--- src/common/hdio_pkg.sv ---
// package for the host direct register access slave port
package hdio_pkg;
   // clock and timing
   localparam int CLK_PERIOD_NS = 40;
   // time to carry a command/status write onto the adapter internal bus
   localparam int CMD_SYNC_NS = 500;
   localparam int CMD_SYNC_CYCLES = (CMD_SYNC_NS + CLK_PERIOD_NS - 1) / CLK_PERIOD_NS;
   localparam logic [3:0] CMD_SYNC_LOAD = CMD_SYNC_CYCLES[3:0];
   localparam logic [3:0] CMD_SYNC_IDLE = 4'h0;

   // word indices formed from bank select and the two low select bits
   localparam logic [2:0] IDX_HOST_CMD_STS = 3'h0;
   localparam logic [2:0] IDX_DATA_WINDOW = 3'h1;
   localparam logic [2:0] IDX_WINDOW_ADDR = 3'h2;

   // field positions
   localparam int SEL_BYTE_BIT = 2;
   localparam int LANE_HI_MSB = 15;
   localparam int LANE_HI_LSB = 8;

   // reset values and byte enable codes
   localparam logic [15:0] BUS_RESET = 16'h0000;
   localparam logic [1:0] BE_NONE = 2'h0;
   localparam logic [1:0] BE_LOW = 2'h1;
   localparam logic [1:0] BE_HIGH = 2'h2;
   localparam logic [1:0] BE_BOTH = 2'h3;

   // latched select inputs
   typedef struct packed {
      logic cs_n;
      logic bhe_n;
      logic bank;
      logic [2:0] bits;
   } hdio_sel_s;

   // request towards the adapter register file
   typedef struct packed {
      logic [2:0] index;
      logic [1:0] byte_en;
      logic [15:0] data;
   } hdio_req_s;

   // port states
   typedef enum logic [3:0] {
      ST_IDLE = 4'h0,
      ST_RD_FETCH = 4'h1,
      ST_RD_DRIVE = 4'h2,
      ST_RD_READY = 4'h3,
      ST_RD_RELEASE = 4'h4,
      ST_WR_DIR = 4'h5,
      ST_WR_WAIT = 4'h6,
      ST_WR_READY = 4'h7,
      ST_WR_RELEASE = 4'h8,
      ST_WR_DIR_OFF = 4'h9,
      ST_ACK_FIRST = 4'hA,
      ST_ACK_GAP = 4'hB
   } hdio_state_e;

   // odd parity bit for one byte lane
   function automatic logic odd_parity(input logic [7:0] b);
      odd_parity = ~(^b);
   endfunction
endpackage

--- src/core/hdio_lane_mux.sv ---
// lane steering for host reads and writes
`timescale 1ns/1ps
module hdio_lane_mux
   import hdio_pkg::*;
(
   // access shape
   input wire logic mode_8bit,
   input wire logic bhe_n,
   input wire logic byte_sel,
   // read path
   input wire logic [15:0] word_in,
   output logic [15:0] lanes_out,
   output logic [1:0] parity_out,
   // write path
   input wire logic [15:0] lanes_in,
   output logic [15:0] word_out,
   output logic [1:0] byte_en
);
   logic [7:0] msb;
   logic [7:0] lsb;

   // read: unused lane still carries stable data and parity
   always_comb begin
      msb = word_in[LANE_HI_MSB:LANE_HI_LSB];
      lsb = word_in[7:0];
      lanes_out = {msb, lsb};
      if (mode_8bit) begin
         lanes_out = {msb, (byte_sel ? msb : lsb)};
      end else if (bhe_n && !byte_sel) begin
         lanes_out = {msb, msb};
      end
      parity_out = {odd_parity(lanes_out[15:8]), odd_parity(lanes_out[7:0])};
   end

   // write: pick lanes and byte enables; illegal combination writes nothing
   always_comb begin
      word_out = lanes_in;
      byte_en = BE_NONE;
      if (mode_8bit) begin
         word_out = {lanes_in[7:0], lanes_in[7:0]};
         byte_en = byte_sel ? BE_HIGH : BE_LOW;
      end else begin
         case ({bhe_n, byte_sel})
            2'b00: byte_en = BE_BOTH;
            2'b01: byte_en = BE_HIGH;
            2'b10: byte_en = BE_LOW;
            default: byte_en = BE_NONE;
         endcase
      end
   end
endmodule

--- src/core/hdio_port.sv ---
// host direct register access slave port, separate read/write strobe mode
`timescale 1ns/1ps
module hdio_port
   import hdio_pkg::*;
(
   // clock and reset
   input wire logic clk,
   input wire logic rst,
   // strap
   input wire logic mode_8bit,
   // host control pins
   input wire logic host_select_n,
   input wire logic host_read_strobe_n,
   input wire logic host_write_strobe_n,
   input wire logic vector_ack_n,
   input wire logic select_latch_strobe,
   input wire logic byte_high_enable_n,
   input wire logic register_bank_select,
   input wire logic [2:0] register_select_bits,
   // shared address/data bus, both lanes
   input wire logic [15:0] shared_addr_data_bus_in,
   output logic [15:0] shared_addr_data_bus_out,
   output logic [1:0] lane_parity_out,
   output logic shared_addr_data_bus_oe_n,
   // ready pin, driven high on release, then floated to the pull-up
   input wire logic access_ready_n_in,
   output logic access_ready_n_out,
   output logic access_ready_oe_n,
   // transceiver controls
   output logic transceiver_direction,
   output logic transceiver_enable_n,
   // adapter register file
   output logic reg_rd_req,
   output logic reg_wr_req,
   output hdio_req_s reg_req,
   input wire logic [15:0] reg_rd_data,
   // adapter side events
   input wire logic [7:0] interrupt_vector_reg,
   input wire logic window_done,
   output logic window_busy,
   output logic cmd_sync_busy
);
   hdio_state_e state_reg, state_next;
   hdio_sel_s sel_reg, sel_next;
   hdio_req_s req_reg, req_next;
   logic [15:0] bus_out_reg, bus_out_next;
   logic [1:0] par_reg, par_next;
   logic bus_oe_n_reg, bus_oe_n_next;
   logic rdy_out_reg, rdy_out_next;
   logic rdy_oe_n_reg, rdy_oe_n_next;
   logic dir_reg, dir_next;
   logic en_n_reg, en_n_next;
   logic rd_req_reg, rd_req_next;
   logic wr_req_reg, wr_req_next;
   logic win_busy_reg, win_busy_next;
   logic [3:0] sync_cnt_reg, sync_cnt_next;
   logic vec_cycle_reg, vec_cycle_next;
   logic [15:0] wr_hold_reg, wr_hold_next;

   logic [15:0] mux_lanes;
   logic [1:0] mux_par;
   logic [15:0] mux_word;
   logic [1:0] mux_be;
   logic [15:0] fetch_word;
   logic [2:0] word_idx;
   logic sel_cs_n;
   logic sync_busy;
   logic rd_hold;
   logic wr_hold;
   logic rd_start;
   logic wr_start;

   // steering works off the latched selects; vector reads are low lane only
   hdio_lane_mux u_lane_mux (
      .mode_8bit(mode_8bit | vec_cycle_reg),
      .bhe_n(sel_reg.bhe_n),
      .byte_sel(sel_reg.bits[SEL_BYTE_BIT] & ~vec_cycle_reg),
      .word_in(fetch_word),
      .lanes_out(mux_lanes),
      .parity_out(mux_par),
      .lanes_in(wr_hold_reg),
      .word_out(mux_word),
      .byte_en(mux_be)
   );

   // access qualification
   always_comb begin
      // latch output: live pins while transparent, so holds judge the new index
      word_idx = {sel_next.bank, sel_next.bits[1:0]};
      fetch_word = vec_cycle_reg ? {8'h00, interrupt_vector_reg} : reg_rd_data;
      sel_cs_n = sel_next.cs_n;
      sync_busy = (sync_cnt_reg != CMD_SYNC_IDLE);
      // data window read waits for reload or memory write
      rd_hold = sync_busy | (win_busy_reg & (word_idx == IDX_DATA_WINDOW));
      // write to address or data window waits for window work
      wr_hold = sync_busy | (win_busy_reg & ((word_idx == IDX_DATA_WINDOW) |
                                              (word_idx == IDX_WINDOW_ADDR)));
      rd_start = ~sel_cs_n & ~host_read_strobe_n;
      wr_start = ~sel_cs_n & ~host_write_strobe_n;
   end

   // select latch: transparent in idle while strobe high; start edge takes live pins
   always_comb begin
      sel_next = sel_reg;
      if (select_latch_strobe && state_reg == ST_IDLE) begin
         sel_next.cs_n = host_select_n;
         sel_next.bhe_n = mode_8bit ? 1'b1 : byte_high_enable_n;
         sel_next.bank = register_bank_select;
         sel_next.bits = register_select_bits;
      end
   end

   always_ff @(posedge clk or posedge rst) begin
      if (rst) begin
         sel_reg <= '{cs_n: 1'b1, bhe_n: 1'b1, bank: 1'b0, bits: 3'h0};
      end else begin
         sel_reg <= sel_next;
      end
   end

   // main access sequencer
   always_comb begin
      state_next = state_reg;
      req_next = req_reg;
      bus_out_next = bus_out_reg;
      par_next = par_reg;
      bus_oe_n_next = bus_oe_n_reg;
      rdy_out_next = rdy_out_reg;
      rdy_oe_n_next = rdy_oe_n_reg;
      dir_next = dir_reg;
      en_n_next = en_n_reg;
      rd_req_next = 1'b0;
      wr_req_next = 1'b0;
      win_busy_next = win_busy_reg & ~window_done;
      sync_cnt_next = sync_busy ? sync_cnt_reg - 4'h1 : sync_cnt_reg;
      vec_cycle_next = vec_cycle_reg;
      wr_hold_next = wr_hold_reg;
      case (state_reg)
         ST_IDLE: begin
            // idle pins: bus floats, direction and enable high, ready floats
            bus_oe_n_next = 1'b1;
            rdy_oe_n_next = 1'b1;
            dir_next = 1'b1;
            en_n_next = 1'b1;
            vec_cycle_next = 1'b0;
            if (!vector_ack_n && host_select_n) begin
               state_next = ST_ACK_FIRST;
            end else if (wr_start) begin
               dir_next = 1'b0;
               state_next = ST_WR_DIR;
            end else if (rd_start && !rd_hold) begin
               req_next.index = {register_bank_select, register_select_bits[1:0]};
               if (!select_latch_strobe) begin
                  req_next.index = {sel_reg.bank, sel_reg.bits[1:0]};
               end
               rd_req_next = 1'b1;
               state_next = ST_RD_FETCH;
            end
         end
         ST_RD_FETCH: begin
            // register file answers one cycle after the request
            state_next = ST_RD_DRIVE;
            if (!vec_cycle_reg && word_idx == IDX_DATA_WINDOW) begin
               win_busy_next = 1'b1;
            end
         end
         ST_RD_DRIVE: begin
            bus_out_next = mux_lanes;
            par_next = mux_par;
            bus_oe_n_next = 1'b0;
            en_n_next = 1'b0;
            dir_next = 1'b1;
            state_next = ST_RD_READY;
         end
         ST_RD_READY: begin
            // data has stood a cycle before ready falls
            if (vec_cycle_reg ? vector_ack_n : (host_read_strobe_n | host_select_n)) begin
               en_n_next = 1'b1;
               rdy_out_next = 1'b1;
               rdy_oe_n_next = 1'b0;
               bus_oe_n_next = 1'b1;
               state_next = ST_RD_RELEASE;
            end else begin
               rdy_out_next = 1'b0;
               rdy_oe_n_next = 1'b0;
            end
         end
         ST_RD_RELEASE: begin
            // float ready once the pin reads back high
            if (access_ready_n_in) begin
               rdy_oe_n_next = 1'b1;
               state_next = ST_IDLE;
            end
         end
         ST_WR_DIR: begin
            // direction seen with strobe still low: open transceiver
            if (host_write_strobe_n) begin
               dir_next = 1'b1;
               state_next = ST_IDLE;
            end else begin
               en_n_next = 1'b0;
               state_next = ST_WR_WAIT;
            end
         end
         ST_WR_WAIT: begin
            wr_hold_next = shared_addr_data_bus_in;
            if (host_write_strobe_n || sel_reg.cs_n) begin
               en_n_next = 1'b1;
               state_next = ST_WR_DIR_OFF;
            end else if (!wr_hold) begin
               rdy_out_next = 1'b0;
               rdy_oe_n_next = 1'b0;
               state_next = ST_WR_READY;
            end
         end
         ST_WR_READY: begin
            if (host_write_strobe_n || host_select_n) begin
               // strobe gone: commit data captured while it was low
               req_next.index = word_idx;
               req_next.data = mux_word;
               req_next.byte_en = mux_be;
               wr_req_next = 1'b1;
               if (word_idx == IDX_DATA_WINDOW ||
                   (word_idx == IDX_WINDOW_ADDR && mux_be[1])) begin
                  win_busy_next = 1'b1;
               end
               if (word_idx == IDX_HOST_CMD_STS) begin
                  sync_cnt_next = CMD_SYNC_LOAD;
               end
               en_n_next = 1'b1;
               rdy_out_next = 1'b1;
               state_next = ST_WR_RELEASE;
            end else begin
               wr_hold_next = shared_addr_data_bus_in;
            end
         end
         ST_WR_RELEASE: begin
            // direction stays low one cycle past enable
            dir_next = 1'b1;
            if (access_ready_n_in) begin
               rdy_oe_n_next = 1'b1;
               state_next = ST_IDLE;
            end else begin
               state_next = ST_WR_DIR_OFF;
            end
         end
         ST_WR_DIR_OFF: begin
            dir_next = 1'b1;
            if (access_ready_n_in) begin
               rdy_oe_n_next = 1'b1;
               state_next = ST_IDLE;
            end
         end
         ST_ACK_FIRST: begin
            // first pulse drives nothing; selects are ignored
            if (vector_ack_n) begin
               state_next = ST_ACK_GAP;
            end
         end
         ST_ACK_GAP: begin
            if (!vector_ack_n) begin
               vec_cycle_next = 1'b1;
               state_next = ST_RD_FETCH;
            end
         end
         default: begin
            state_next = ST_IDLE;
         end
      endcase
      // a completion in the same cycle as a new trigger leaves busy set
      if (window_done && state_reg != ST_RD_FETCH && state_reg != ST_WR_READY) begin
         win_busy_next = 1'b0;
      end
   end

   always_ff @(posedge clk or posedge rst) begin
      if (rst) begin
         state_reg <= ST_IDLE;
         req_reg <= '{index: 3'h0, byte_en: BE_NONE, data: BUS_RESET};
         bus_out_reg <= BUS_RESET;
         par_reg <= 2'h3;
         bus_oe_n_reg <= 1'b1;
         rdy_out_reg <= 1'b1;
         rdy_oe_n_reg <= 1'b1;
         dir_reg <= 1'b1;
         en_n_reg <= 1'b1;
         rd_req_reg <= 1'b0;
         wr_req_reg <= 1'b0;
         win_busy_reg <= 1'b0;
         sync_cnt_reg <= CMD_SYNC_IDLE;
         vec_cycle_reg <= 1'b0;
         wr_hold_reg <= BUS_RESET;
      end else begin
         state_reg <= state_next;
         req_reg <= req_next;
         bus_out_reg <= bus_out_next;
         par_reg <= par_next;
         bus_oe_n_reg <= bus_oe_n_next;
         rdy_out_reg <= rdy_out_next;
         rdy_oe_n_reg <= rdy_oe_n_next;
         dir_reg <= dir_next;
         en_n_reg <= en_n_next;
         rd_req_reg <= rd_req_next;
         wr_req_reg <= wr_req_next;
         win_busy_reg <= win_busy_next;
         sync_cnt_reg <= sync_cnt_next;
         vec_cycle_reg <= vec_cycle_next;
         wr_hold_reg <= wr_hold_next;
      end
   end

   // outputs straight from flops, cmd_sync_busy decoded from the sync counter; no interrupt output is touched here
   assign shared_addr_data_bus_out = bus_out_reg;
   assign lane_parity_out = par_reg;
   assign shared_addr_data_bus_oe_n = bus_oe_n_reg;
   assign access_ready_n_out = rdy_out_reg;
   assign access_ready_oe_n = rdy_oe_n_reg;
   assign transceiver_direction = dir_reg;
   assign transceiver_enable_n = en_n_reg;
   assign reg_rd_req = rd_req_reg;
   assign reg_wr_req = wr_req_reg;
   assign reg_req = req_reg;
   assign window_busy = win_busy_reg;
   assign cmd_sync_busy = (sync_cnt_reg != CMD_SYNC_IDLE);
endmodule

--- config.mk ---
export PLATFORM = sky130hd
export DESIGN_NAME = hdio_port
export DESIGN_NICKNAME = d
export VERILOG_FILES = /design/src/common/hdio_pkg.sv /design/src/core/hdio_lane_mux.sv /design/src/core/hdio_port.sv
export SDC_FILE = /design/constraint.sdc
export NUM_CORES = 1
export LEC_CHECK = 0
export BUFFER_PORTS_ARGS = -buffer_cell sky130_fd_sc_hd__buf_2
export CAP_MARGIN = 30
export CORE_MARGIN = 2
export CORE_UTILIZATION = 54
export CTS_CLUSTER_SIZE = 24
export DETAILED_ROUTE_END_ITERATION = 10
export GPL_TIMING_DRIVEN = 0
export PLACE_DENSITY_LB_ADDON = 0.08
export RECOVER_POWER = 25
export SLEW_MARGIN = 10
export SYNTH_ARGS = -nofsm -noshare
export SYNTH_HDL_FRONTEND = slang
export SYNTH_SLANG_ARGS = --single-unit
--- constraint.sdc ---
create_clock -name clk -period 4.1 [get_ports clk]
set_input_delay 0.82 -clock clk [delete_from_list [all_inputs] [get_ports clk]]
set_output_delay 0.82 -clock clk [all_outputs]
set_load 0.01 [all_outputs]
* Word-level counts from Yosys, hierarchy flattened *
Index checks and enable logic that the tools add are counted.

storage, ports and cells
  output and inout bits = 48
  register bits = 78
  logic and storage cells = 182

operators by class
  add/subtract/negate cells = 1
  mux-type cells = 65
  equality and inequality tests = 34
  bitwise operators = 18
  reduce and logical (&&, ||, !) cells = 42

operator list
  cell                                                             count
  4-bit 2-to-1 mux                                                 15
  16-bit 2-to-1 mux                                                3
  4-bit one-hot mux with 11 select lines                           1
  16-bit one-hot mux with 2 select lines                           1
  1-bit 2-to-1 mux                                                 24
  8-bit 2-to-1 mux                                                 3
  2-bit != test, second input constant                             12
  21-bit 2-to-1 mux                                                1
  4-bit by 3-bit == test with 1-bit output, second input constant  4
  4-bit == test, second input constant                             4
  8-bit XOR reduction                                              2
  3-bit 2-to-1 mux                                                 5
  2-bit AND reduction                                              5
  5-bit AND reduction                                              2
  1-bit one-hot mux with 3 select lines                            3
  3-bit nonzero test                                               3
  4-bit by 2-bit == test with 1-bit output, second input constant  2
  1-bit logical AND                                                8
  4-bit AND reduction                                              2
  4-bit nonzero test                                               2
  1-bit inverter                                                   7
  7-bit AND reduction                                              1
  1-bit AND                                                        6
  6-bit 2-to-1 mux                                                 1
  27 further kinds                                                 43

* Logic depth before layout (Yosys ltp) *
Gate-level depths: netlist of the first run.

  word-level depth = 12
  gate-level depth with buffers = 9
  depth with buffers taken out = 7

* Modules after synthesis *
Synthesis of the first run repeated with hierarchy kept, for this count alone.

second synthesis, totals
  cells, all modules = 382
  area, all modules = 4376.7 um^2

modules (own cells, without submodules)
  module         seq. area each (um^2)  cells an instance  instances  area an instance (um^2)
  hdio_port      1963.1                 333                1          3867.5
  hdio_lane_mux  0.0                    49                 1          509.2

* Least setup slack after synthesis of the first run *
No wires, ideal clock.

  kind = input-to-reg
  start = input port mode_8bit
  end = register par_reg[0] (netlist: lane_parity_out[0])
  cell stages on the path = 8
  data arrival time = 2702 ps
  slack = 1319 ps
  path through = or3b_1 > and2_1 > buf_2 > mux2i_1 > o21ai_0 > xnor3_1 > xnor3_1 > o21ai_0

on the way
  cells in the longest elaborated chain, start to end = 4

RTL lines
  item                  RTL line             RTL
  from (decl)           hdio_port.sv:10      input wire logic mode_8bit,
  1-bit bitwise OR      hdio_port.sv:75      .mode_8bit(mode_8bit | vec_cycle_reg),
  8-bit 2-to-1 mux      hdio_lane_mux.sv:27  if (mode_8bit) begin
  8-bit XOR reduction   hdio_pkg.sv:61       odd_parity = ~(^b);
  1-bit inverter        hdio_pkg.sv:61
  to (signal assigned)  hdio_port.sv:297     par_reg <= par_next;
  to (decl)             hdio_port.sv:47      logic [1:0] par_reg, par_next;

Every way passes these cells.
A chain may end at the register's enable or synchronous reset.

==> impl_metrics.json, run 1 <==
{
  "outcome": "complete, but fails checks",
  "failed_checks": "max-capacitance violations, max-slew violations",
  "tightest_slew_ns": 1.51,
  "synth_top_area_share_pct": 42.6,
  "fin_nets": 578,
  "endpoint_kind": "register",
  "critPathLaunchType": "register",
  "period_needed_ns": 2.87,
  "die-area_um2": 8220,
  "dp_hpwl_um": 7410,
  "setup-violations-final": 0,
  "p_int_mw": 2.26,
  "pwr-share-comb_pct": 50.3,
  "period_share_pct": 70.1,
  "rsz0062_at_grt": "no",
  "antenna_found_initial": 0,
  "syn_area_per_cell_um2": 9.97,
  "crit_start": "state_reg[3]$_DFFE_PP0P_",
  "register_area_um2": 1960,
  "clock_skew_ns": 0.0123,
  "drt_iter0_drc": 258,
  "grt_util_all_layers_pct": 25.8,
  "yosys-mux-area-fraction_pct": 13.0,
  "switchingPower_mw": 1.53,
  "wl_um": 10100,
  "cts_tree": "yes",
  "holdWs_ns": 0.471,
  "synth_most_common_cell": "nand2_1",
  "seq_power_share_pct": 36.3,
  "synth_xor_xnor_area_share_pct": 4.13,
  "synth_seq_area_share_pct": 48.4,
  "hold_path.class": "register to register",
  "synth_top_family_by_area": "simple AND/OR/NAND/NOR gates",
  "fp.coreArea_um2": 7250,
  "syn_to_final_growth_pct": 20.1,
  "synth-seq-cells": 78,
  "cts_resized": 0,
  "required_ns": 4.33,
  "syn_nets": 463,
  "clock_sinks": 78,
  "rr_worst_depth": 8,
  "power_frac_clock_pct": 13.4,
  "synth_area_um2": 4060,
  "clockRootBuffer": "clkbuf_8",
  "via_per_inst": 5.52,
  "grt_max_degree": 62,
  "die_y_um": 90.7,
  "yosys.area_share.simple_pct": 15.7,
  "swShare_pct": 40.3,
  "drive_above_1_share_pct": 32.4,
  "holdBufCountCts": 0,
  "drv_cap": 1,
  "finalSetupTns_ns": 0,
  "r2r_start": "state_reg[3]$_DFFE_PP0P_",
  "multi_input_area_um2": 1950,
  "num_vias": 3458,
  "final_max_slew_viol_count": 61,
  "synth-compound-area-share_pct": 15.0,
  "die_w_um": 90.7,
  "p_leak_nw": 2.34,
  "largest_reg_flops": 21,
  "antenna_cells": 0,
  "yosysTopAreaCell": "dfrtp_1",
  "post-cts-setup-buffers": 0,
  "synth_edf_count": 0,
  "wl_per_cell_um": 16.2,
  "synthFlopType": "dfrtp_1",
  "r2r-end": "state_reg[1]$_DFFE_PP0P_",
  "setup.worst_path.end": "state_reg[1]$_DFFE_PP0P_",
  "grt_pass1_wl_um": 16900,
  "yosys.cell_types.count": 55,
  "initial_core_util_pct": 55.9,
  "dr.pass1.iters": 6,
  "hold_viol": 0,
  "synth_fa_ha_area_share_pct": 0.308,
  "clockBufferDepth": 2,
  "ant_nets": 0,
  "crit_type": "register to register",
  "grt_overflow": 0,
  "route.detailed.drc": 0,
  "fmax_mhz": 348,
  "ioPinCount": 103,
  "ys_top_cells_by_count": "nand2_1, dfrtp_1, o21ai_0, mux2_2, nor2_1",
  "async_flop_share_pct": 100,
  "yosys-top-cells-area": "dfrtp_1, mux2_2, nand2_1, dfstp_2, o21ai_0",
  "power_density_nw_per_um2": 777,
  "syn_inst": 407,
  "first_global_vias": 3378,
  "rows": 31,
  "port_buffers": 102,
  "ys_warn_count": 0,
  "r2r_setup_slack_ns": 1.23,
  "tritoncts.num_buffers": 9,
  "clk_latency_ns": 0.35,
  "fillers": 617,
  "peakVddDrop_mv": 0.381,
  "worstPathArrival_ns": 3.11,
  "relSlewSlack_pct": -0.382,
  "htree_num_levels": 3,
  "globalplace.congestion": 0.947,
  "worstPathMaxFanout": 7,
  "cts.clk_slew.worst_paths_ns": 0.08
}
[placed cells by master (no fill, tap or decap), drive strengths merged, types with 2 or more instances in the layout]
| cell type | synthesis | final |
|---|---|---|
| buf | 5 | 108 |
| a2111oi | 2 | 2 |
| xnor2 | 12 | 12 |
| nand3 | 6 | 6 |
| or2 | 2 | 2 |
| nor4 | 3 | 3 |
| o31ai | 5 | 5 |
| mux2 | 31 | 31 |
| clkinvlp | 0 | 4 |
| and2 | 3 | 3 |
| nand4 | 2 | 2 |
| nor2b | 2 | 2 |
| a21boi | 2 | 2 |
| a21o | 2 | 2 |
| inv | 14 | 14 |
| dfrtp | 69 | 69 |
| clkbuf | 15 | 28 |
| nand2b | 5 | 5 |
| or3 | 3 | 3 |
| a221oi | 2 | 2 |
| o21a | 2 | 2 |
| a31oi | 5 | 5 |
| and3 | 5 | 5 |
| nor3 | 8 | 8 |
| o21ai | 40 | 40 |
| mux2i | 17 | 17 |
| o221ai | 3 | 3 |
| o22ai | 2 | 2 |
| dfstp | 9 | 9 |
| xor2 | 2 | 2 |
| nor2 | 22 | 22 |
| a21oi | 11 | 11 |
| xnor3 | 2 | 2 |
| a22o | 4 | 4 |
| nand2 | 78 | 78 |
[how the worst min path moves through the flow]
stage | startpoint | to | slack [ns] | cells after the start
after CTS | rst | shared_addr_data_bus_out[13]$_DFFE_PP0P_ | 0.40 | 2
after global routing | shared_addr_data_bus_out[15]$_DFFE_PP0P_ | shared_addr_data_bus_out[15]$_DFFE_PP0P_ | 0.51 | 2
after global placement | reg_req[5]$_DFFE_PP0P_ | reg_req[5]$_DFFE_PP0P_ | 0.45 | 2
final | reg_req[7]$_DFFE_PP0P_ | reg_req[7]$_DFFE_PP0P_ | 0.47 | 2
after floorplan | wr_hold_reg[0]$_DFFE_PP0P_ | reg_req[0]$_DFFE_PP0P_ | 0.45 | 2
after detailed placement | reg_req[7]$_DFFE_PP0P_ | reg_req[7]$_DFFE_PP0P_ | 0.46 | 2
[cells by family (layout without fill, tap and decap cells)]
logic type | count (synthesis) | count (layout)
adder cells (fa/ha/maj) | 1 | 1
AND/OR/NAND/NOR | 141 | 141
multiplexers | 48 | 48
buffers and inverters | 35 | 155
XOR/XNOR | 16 | 16
flip-flops | 78 | 78
AO/OA/AOI/OAI | 88 | 88
[routing by layer]
metal | track usage, % | up-vias | wire length, um
met3 | 4.67 | 14 | 640
met1 | 36.8 | 1660 | 4520
met2 | 39.5 | 128 | 4830
met5 | 0 | - | 0
li1 | - | 1656 | -
met4 | 10.0 | 0 | 156
[power groups by stage]
stage | Combinational (mW) | Sequential, mW | Clock [mW]
floorplan | 1.27 | 1.45 | 0
detailed placement | 1.90 | 1.39 | 0
CTS | 1.90 | 1.38 | 0.520
global placement | 1.86 | 1.37 | 0
finish | 1.90 | 1.37 | 0.509
global route | 2.08 | 1.43 | 0.553
[through the flow]
| step | setup WS, ns | total power [mW] | std cells | cell area (um^2) | utilization, % |
|---|---|---|---|---|---|
| 5_1_grt | 1.13 | 4.06 | 626 | 4870 | 67.2 |
| 3_5_place_dp | 0.977 | 3.28 | 609 | 4720 | 65.1 |
| 2_1_floorplan | 1.30 | 2.72 | 407 | 4060 | - |
| 6_report | 1.23 | 3.79 | 626 | 4870 | 67.2 |
| 4_1_cts | 1.24 | 3.80 | 625 | 4890 | 67.4 |
| 3_3_place_gp | 0.351 | 3.23 | 608 | 4690 | 64.7 |
[cell type report]
class / count / area share (%)
sequential: 78 / 40.3
multi-input combinational: 294 / 40.0
timing repair buffer: 104 / 10.7
clock buffer: 12 / 2.77
tap: 99 / 2.54
buffer: 20 / 1.77
inverter: 15 / 1.18
clock inverter: 4 / 0.642
[critical path: stages, from the launching register on]
cell	delay, ns
dfrtp_1	0.38
buf_6	0.14
nor4_4	0.50
nand2_2	0.19
mux2_4	0.37
a2111oi_4	0.38
o21ai_2	0.16
o221ai_4	0.32
mux2_4	0.33
No activity file was read; power rests on OpenSTA's default activity.
==> run 2: changes to the inputs <==
ABC_AREA = 1   (was unset)
CORE_UTILIZATION = 49   (was 54)
clock period = 2.5 ns   (was 4.1 ns; I/O delays follow)
==> run 2 against run 1 <==
The run now ends clean; die area is 13% higher; largest cell class unchanged; highest routed layer unchanged; clock skew hardly changed; clock power is 81% higher; critical path depth is 2 lower.
==> impl_metrics.json, run 2 <==
{
  "fin_nets": 741,
  "globalplace.congestion": 0.930,
  "clock_sinks": 78,
  "yosysTopAreaCell": "dfrtp_1",
  "setup.worst_path.end": "cmd_sync_busy",
  "fmax_mhz": 469,
  "required_ns": 2.00,
  "syn_to_final_growth_pct": 19.9,
  "synth_seq_area_share_pct": 46.8,
  "worstPathArrival_ns": 1.63,
  "largest_reg_flops": 21,
  "critPathMostFrequentCell": "inv_1",
  "holdBufCountCts": 0,
  "period_share_pct": 85.2,
  "r2r_start": "state_reg[3]$_DFFE_PP0P_",
  "rsz0062_at_grt": "no",
  "clk_latency_ns": 0.35,
  "grt_max_degree": 63,
  "grt_util_all_layers_pct": 24.4,
  "final_cell_mix": "nand2_1, buf_2, inv_1",
  "drt_iter0_drc": 193,
  "rr_worst_depth": 10,
  "synthFlopType": "dfrtp_1",
  "relSlewSlack_pct": 9.67,
  "ioPinCount": 103,
  "yosys-top-cells-area": "dfrtp_1, nand2_1, o21ai_0, inv_1, dfstp_2",
  "crit_type": "register to output pin",
  "clockBufferDepth": 2,
  "yosys.cell_types.count": 42,
  "syn_nets": 628,
  "dp.cells": 779,
  "async_flop_share_pct": 100,
  "fp.coreArea_um2": 8260,
  "cts.clk_slew.worst_paths_ns": 0.09,
  "die_w_um": 96.5,
  "antenna_found_initial": 0,
  "worstPathMaxFanout": 6,
  "crit_start": "sync_cnt_reg[0]$_DFF_PP0_",
  "wl_per_cell_um": 13.6,
  "dp_slack_ns": 0.520,
  "period_needed_ns": 2.13,
  "final_max_slew_viol_count": 0,
  "synth_top_area_share_pct": 41.2,
  "clock_skew_ns": 0.0124,
  "crit_buf_inv": 3,
  "synth_edf_count": 0,
  "critPathLaunchType": "register",
  "ys_warn_count": 0,
  "grt_overflow": 0,
  "cp_top_family": "buffers and inverters",
  "wl_um": 10800,
  "die-area_um2": 9320,
  "synth_most_common_cell": "nand2_1",
  "post-cts-setup-buffers": 0,
  "holdWs_ns": 0.219,
  "rows": 33,
  "ys_top_cells_by_count": "nand2_1, inv_1, o21ai_0, dfrtp_1, nand3_1",
  "die_y_um": 96.5,
  "stdcell_count": 795,
  "finalSetupTns_ns": 0,
  "p_leak_nw": 2.82,
  "outcome": "completed",
  "setup_slack_ns": 0.369,
  "r2r-end": "state_reg[0]$_DFFE_PP0P_",
  "final_cell_area_um2": 5030,
  "tritoncts.num_buffers": 9,
  "num_vias": 4048,
  "cts_resized": 0,
  "via_per_inst": 5.09,
  "dp_hpwl_um": 8160,
  "fillers": 778,
  "htree_num_levels": 3,
  "syn_area_per_cell_um2": 7.33,
  "cts_tree": "yes",
  "hold_viol": 0,
  "first_global_vias": 3710,
  "path_depth": 6,
  "grt_pass1_wl_um": 17400,
  "syn_inst": 572,
  "total_power_mw": 5.94,
  "antenna_cells": 0,
  "synth-seq-cells": 78,
  "tightest_slew_ns": 1.35,
  "drive_above_1_share_pct": 23.3,
  "ant_nets": 0,
  "hold_path.class": "primary input to asynchronous set/reset pin",
  "synth_area_um2": 4200,
  "port_buffers": 101,
  "initial_core_util_pct": 50.8,
  "final_common_cell": "nand2_1",
  "r2r_setup_slack_ns": 0.47,
  "critical_path.max_stage_delay_ns": 0.39,
  "worstPathCellList": "inv_1, ha_1, nand2_1, nor2_1, inv_1, buf_2",
  "clockRootBuffer": "clkbuf_8",
  "final_util_pct": 60.9,
  "route.detailed.drc": 0,
  "placed_area_um2": 4860,
  "setup-violations-final": 0,
  "cp_slowest_cell": "dfrtp_1",
  "drv_cap": 0,
  "power_density_nw_per_um2": 1180,
  "peakVddDrop_mv": 0.528,
  "dr.pass1.iters": 4,
  "endpoint_kind": "output pin"
}
-- run 2: cell types whose count changed after synthesis, sizes merged, moves of 6 or more --
cell    change
clkbuf      -6
inv        +65
mux2       -30
mux2i      -17
nand2     +136
nand3      +29
nand4       +8
nor2        +8
o21ai      +37
xnor2      -10
-- run 2: layout make-up --
cell class	instances	area (um^2)	share of cell area, %
sequential	78	1960	39.0
multi-input combinational	395	1840	36.5
timing repair buffer	102	510	10.2
inverter	80	303	6.02
clock buffer	10	138	2.74
tap	105	131	2.61
buffer	19	93.8	1.87
clock inverter	6	52.6	1.05
-- run 2: cell families after synthesis --
group	synth area share, %
xor+xnor	0.626
flops	46.8
buf+inv	9.42
mux	0.268
simple gates	30.0
fa+ha+maj	0.298
compound gates	12.6
-- run 2: metal layers --
layer	track usage (%)	wire (um)
met1	33.9	5100
met2	38.8	4980
met3	4.34	616
met4	7.63	124
met5	0	0
-- run 2: worst reg2reg max path, cell delays in order (launching register included) --
cell and delay [ns]:
dfrtp_1 0.44, nor2_2 0.36, nand3_4 0.22, nand2_1 0.10
nand2_1 0.13, nand4_2 0.17, nand2_2 0.10, a21oi_4 0.22
nand2_4 0.08, nand2_1 0.06, nand2_1 0.05
-- run 2: report_power, final --
| part | total [mW] | internal [mW] | switching (mW) | leakage, nW |
|---|---|---|---|---|
| Clock | 0.920 | 0.404 | 0.517 | 0.0914 |
| Sequential | 2.17 | 1.88 | 0.286 | 0.958 |
| Combinational | 2.84 | 1.03 | 1.81 | 1.77 |
-- run 2: how the worst min path moves through the flow --
stage / depth (start not counted) / endpoint / slack, ns
after floorplan: 2 / sync_cnt_reg[0]$_DFF_PP0_ / 0.47
after global placement: 2 / access_ready_n_out$_DFFE_PP1P_ / 0.45
after detailed placement: 2 / access_ready_n_out$_DFFE_PP1P_ / 0.45
after CTS: 2 / shared_addr_data_bus_out[7]$_DFFE_PP0P_ / 0.07
after global routing: 2 / shared_addr_data_bus_out[6]$_DFFE_PP0P_ / 0.26
final: 2 / shared_addr_data_bus_out[10]$_DFFE_PP0P_ / 0.22
==> run 3: changes to the inputs <==
ABC_AREA = unset   (was 1)
CORE_UTILIZATION = 48   (was 49)
PLACE_DENSITY = 0.76   (was unset)
PLACE_DENSITY_LB_ADDON = unset   (was 0.08)
==> run 3 against run 2 <==
The run now ends with max-capacitance violations, max-slew violations left; sequential power is 5% higher; clock skew decreased by 0.00054 ns; count of clock-buffer cells in the layout down 1; highest routed layer unchanged.
==> impl_metrics.json, run 3 (synthesized netlist as in run 1, its figures left out) <==
{
  "finalSetupTns_ns": 0,
  "final_cell_area_um2": 5020,
  "worstPathMaxFanout": 5,
  "p_leak_nw": 2.42,
  "drive_above_1_share_pct": 36.6,
  "fp.coreArea_um2": 8220,
  "ioPinCount": 103,
  "worstPathCellList": "nor4_4, nand2_2, mux2_4, a2111oi_4, o21ai_4, o221ai_4, buf_4, mux2i_1",
  "port_buffers": 102,
  "rows": 33,
  "outcome": "complete, but fails checks",
  "die_y_um": 95.9,
  "setup-violations-final": 0,
  "die_w_um": 95.9,
  "grt.busiest_layer": "met2",
  "clk_latency_ns": 0.36,
  "final_common_cell": "buf_2",
  "hold_viol": 0,
  "largest_reg_flops": 21,
  "dr.pass1.iters": 5,
  "route.detailed.drc": 0,
  "num_vias": 3554,
  "cp_top_family": "compound AO/OA/AOI/OAI gates",
  "hold_path.class": "primary input to register",
  "tritoncts.num_buffers": 9,
  "stdcell_count": 642,
  "period_needed_ns": 2.48,
  "via_per_inst": 5.54,
  "crit_buf_inv": 1,
  "rsz0062_at_grt": "yes",
  "initial_core_util_pct": 49.4,
  "endpoint_kind": "register",
  "htree_num_levels": 3,
  "fmax_mhz": 403,
  "grt_overflow": 0,
  "cts.clk_slew.worst_paths_ns": 0.10,
  "fillers": 727,
  "grt_util_all_layers_pct": 23.6,
  "use_met2_pct": 39.9,
  "cts_tree": "yes",
  "fin_nets": 587,
  "final_max_slew_viol_count": 39,
  "wl_um": 10400,
  "required_ns": 2.77,
  "peakVddDrop_mv": 0.593,
  "antenna_found_initial": 0,
  "syn_to_final_growth_pct": 23.9,
  "grt_pass1_wl_um": 16800,
  "worstPathArrival_ns": 2.75,
  "period_share_pct": 99.1,
  "clockRootBuffer": "clkbuf_8",
  "drv_cap": 1,
  "cp_slowest_cell": "dfrtp_2",
  "critPathLaunchType": "register",
  "critical_path.max_stage_delay_ns": 0.45,
  "globalplace.congestion": 0.929,
  "met3_usage_pct": 4.54,
  "wl_per_cell_um": 16.3,
  "relSlewSlack_pct": -14.1,
  "register_area_um2": 1970,
  "clock_skew_ns": 0.0119,
  "drt_iter0_drc": 177,
  "clock_sinks": 78,
  "ant_nets": 0,
  "crit_type": "register to register",
  "use_met1_pct": 30.5,
  "grt_max_degree": 42,
  "final_cell_mix": "buf_2, nand2_1, dfrtp_1",
  "dp.cells": 615,
  "multi_input_area_um2": 1990,
  "die-area_um2": 9200,
  "failed_checks": "max-capacitance violations, max-slew violations",
  "placed_area_um2": 4720,
  "dp_hpwl_um": 7590,
  "clockBufferDepth": 2,
  "tightest_slew_ns": 1.70,
  "power_density_nw_per_um2": 1290,
  "first_global_vias": 3469
}
==> run 3: cell types whose count changed in the layout (fill, tap and decap cells not counted), moves of 17 or more <==
| cell | delta |
|---|---|
| mux2_2 | +28 |
| inv_1 | -65 |
| mux2i_1 | +17 |
| nand3_1 | -27 |
| nand2_1 | -129 |
| o21ai_0 | -45 |
==> run 3: routing by layer <==
layer  part of all wire (%)  wire length (um)
met1                     42              4400
met2                     49              5160
met3                    6.8               705
met4                    1.8               183
met5                      0                 0
==> run 3: what timing repair did <==
| item | in CTS | in global routing |
|---|---|---|
| pin swaps | 11 | 8 |
| buffers inserted | 9 | 2 |
| resized for setup | 14 | 14 |
| hold buffers | 0 | 0 |
| endpoints found under the setup margin | 18 | 24 |
==> run 3: path summary, 6_finish.rpt <==
path	start	to	slack, ns	cells after the start
min	shared_addr_data_bus_in[15]	wr_hold_reg[15]$_DFFE_PP0P_	0.37	2
min reg2reg	lane_parity_out[0]$_DFFE_PP1P_	lane_parity_out[0]$_DFFE_PP1P_	0.48	2
max	state_reg[1]$_DFFE_PP0P_	state_reg[2]$_DFFE_PP0P_	0.02	8
max in group asynchronous	rst	sync_cnt_reg[0]$_DFF_PP0_	0.40	3
min in group asynchronous	rst	shared_addr_data_bus_out[5]$_DFFE_PP0P_	0.55	2
max reg2reg	state_reg[1]$_DFFE_PP0P_	state_reg[2]$_DFFE_PP0P_	0.02	8
==> run 3: layout make-up <==
cell class                 count  share of cell area, %
tap                          105                   2.61
inverter                      15                   1.15
sequential                    78                   39.1
timing repair buffer         114                   11.9
buffer                        19                   1.82
clock inverter                 7                   1.22
antenna                        1                 0.0498
multi-input combinational    294                   39.7
clock buffer                   9                   2.47
==> run 3: stage by stage <==
step	total power [mW]	hold WS (ns)	worst slack [ns]	util, %
floorplan	4.46	0.455	0.0199	-
global placement	5.29	0.454	-0.903	57.2
detailed placement	5.39	0.458	-0.359	57.5
CTS	6.44	0.194	-0.0359	60.9
global route	6.96	0.354	-0.0572	61.1
finish	6.47	0.366	0.0215	61.2
==> run 3: power breakdown <==
| group | total (mW) | internal (mW) | switching [mW] | leakage [nW] |
|---|---|---|---|---|
| logic | 3.29 | 1.56 | 1.73 | 1.38 |
| clock network | 0.903 | 0.380 | 0.523 | 0.0888 |
| registers | 2.28 | 1.90 | 0.377 | 0.950 |
| total | 6.47 | 3.84 | 2.63 | 2.42 |
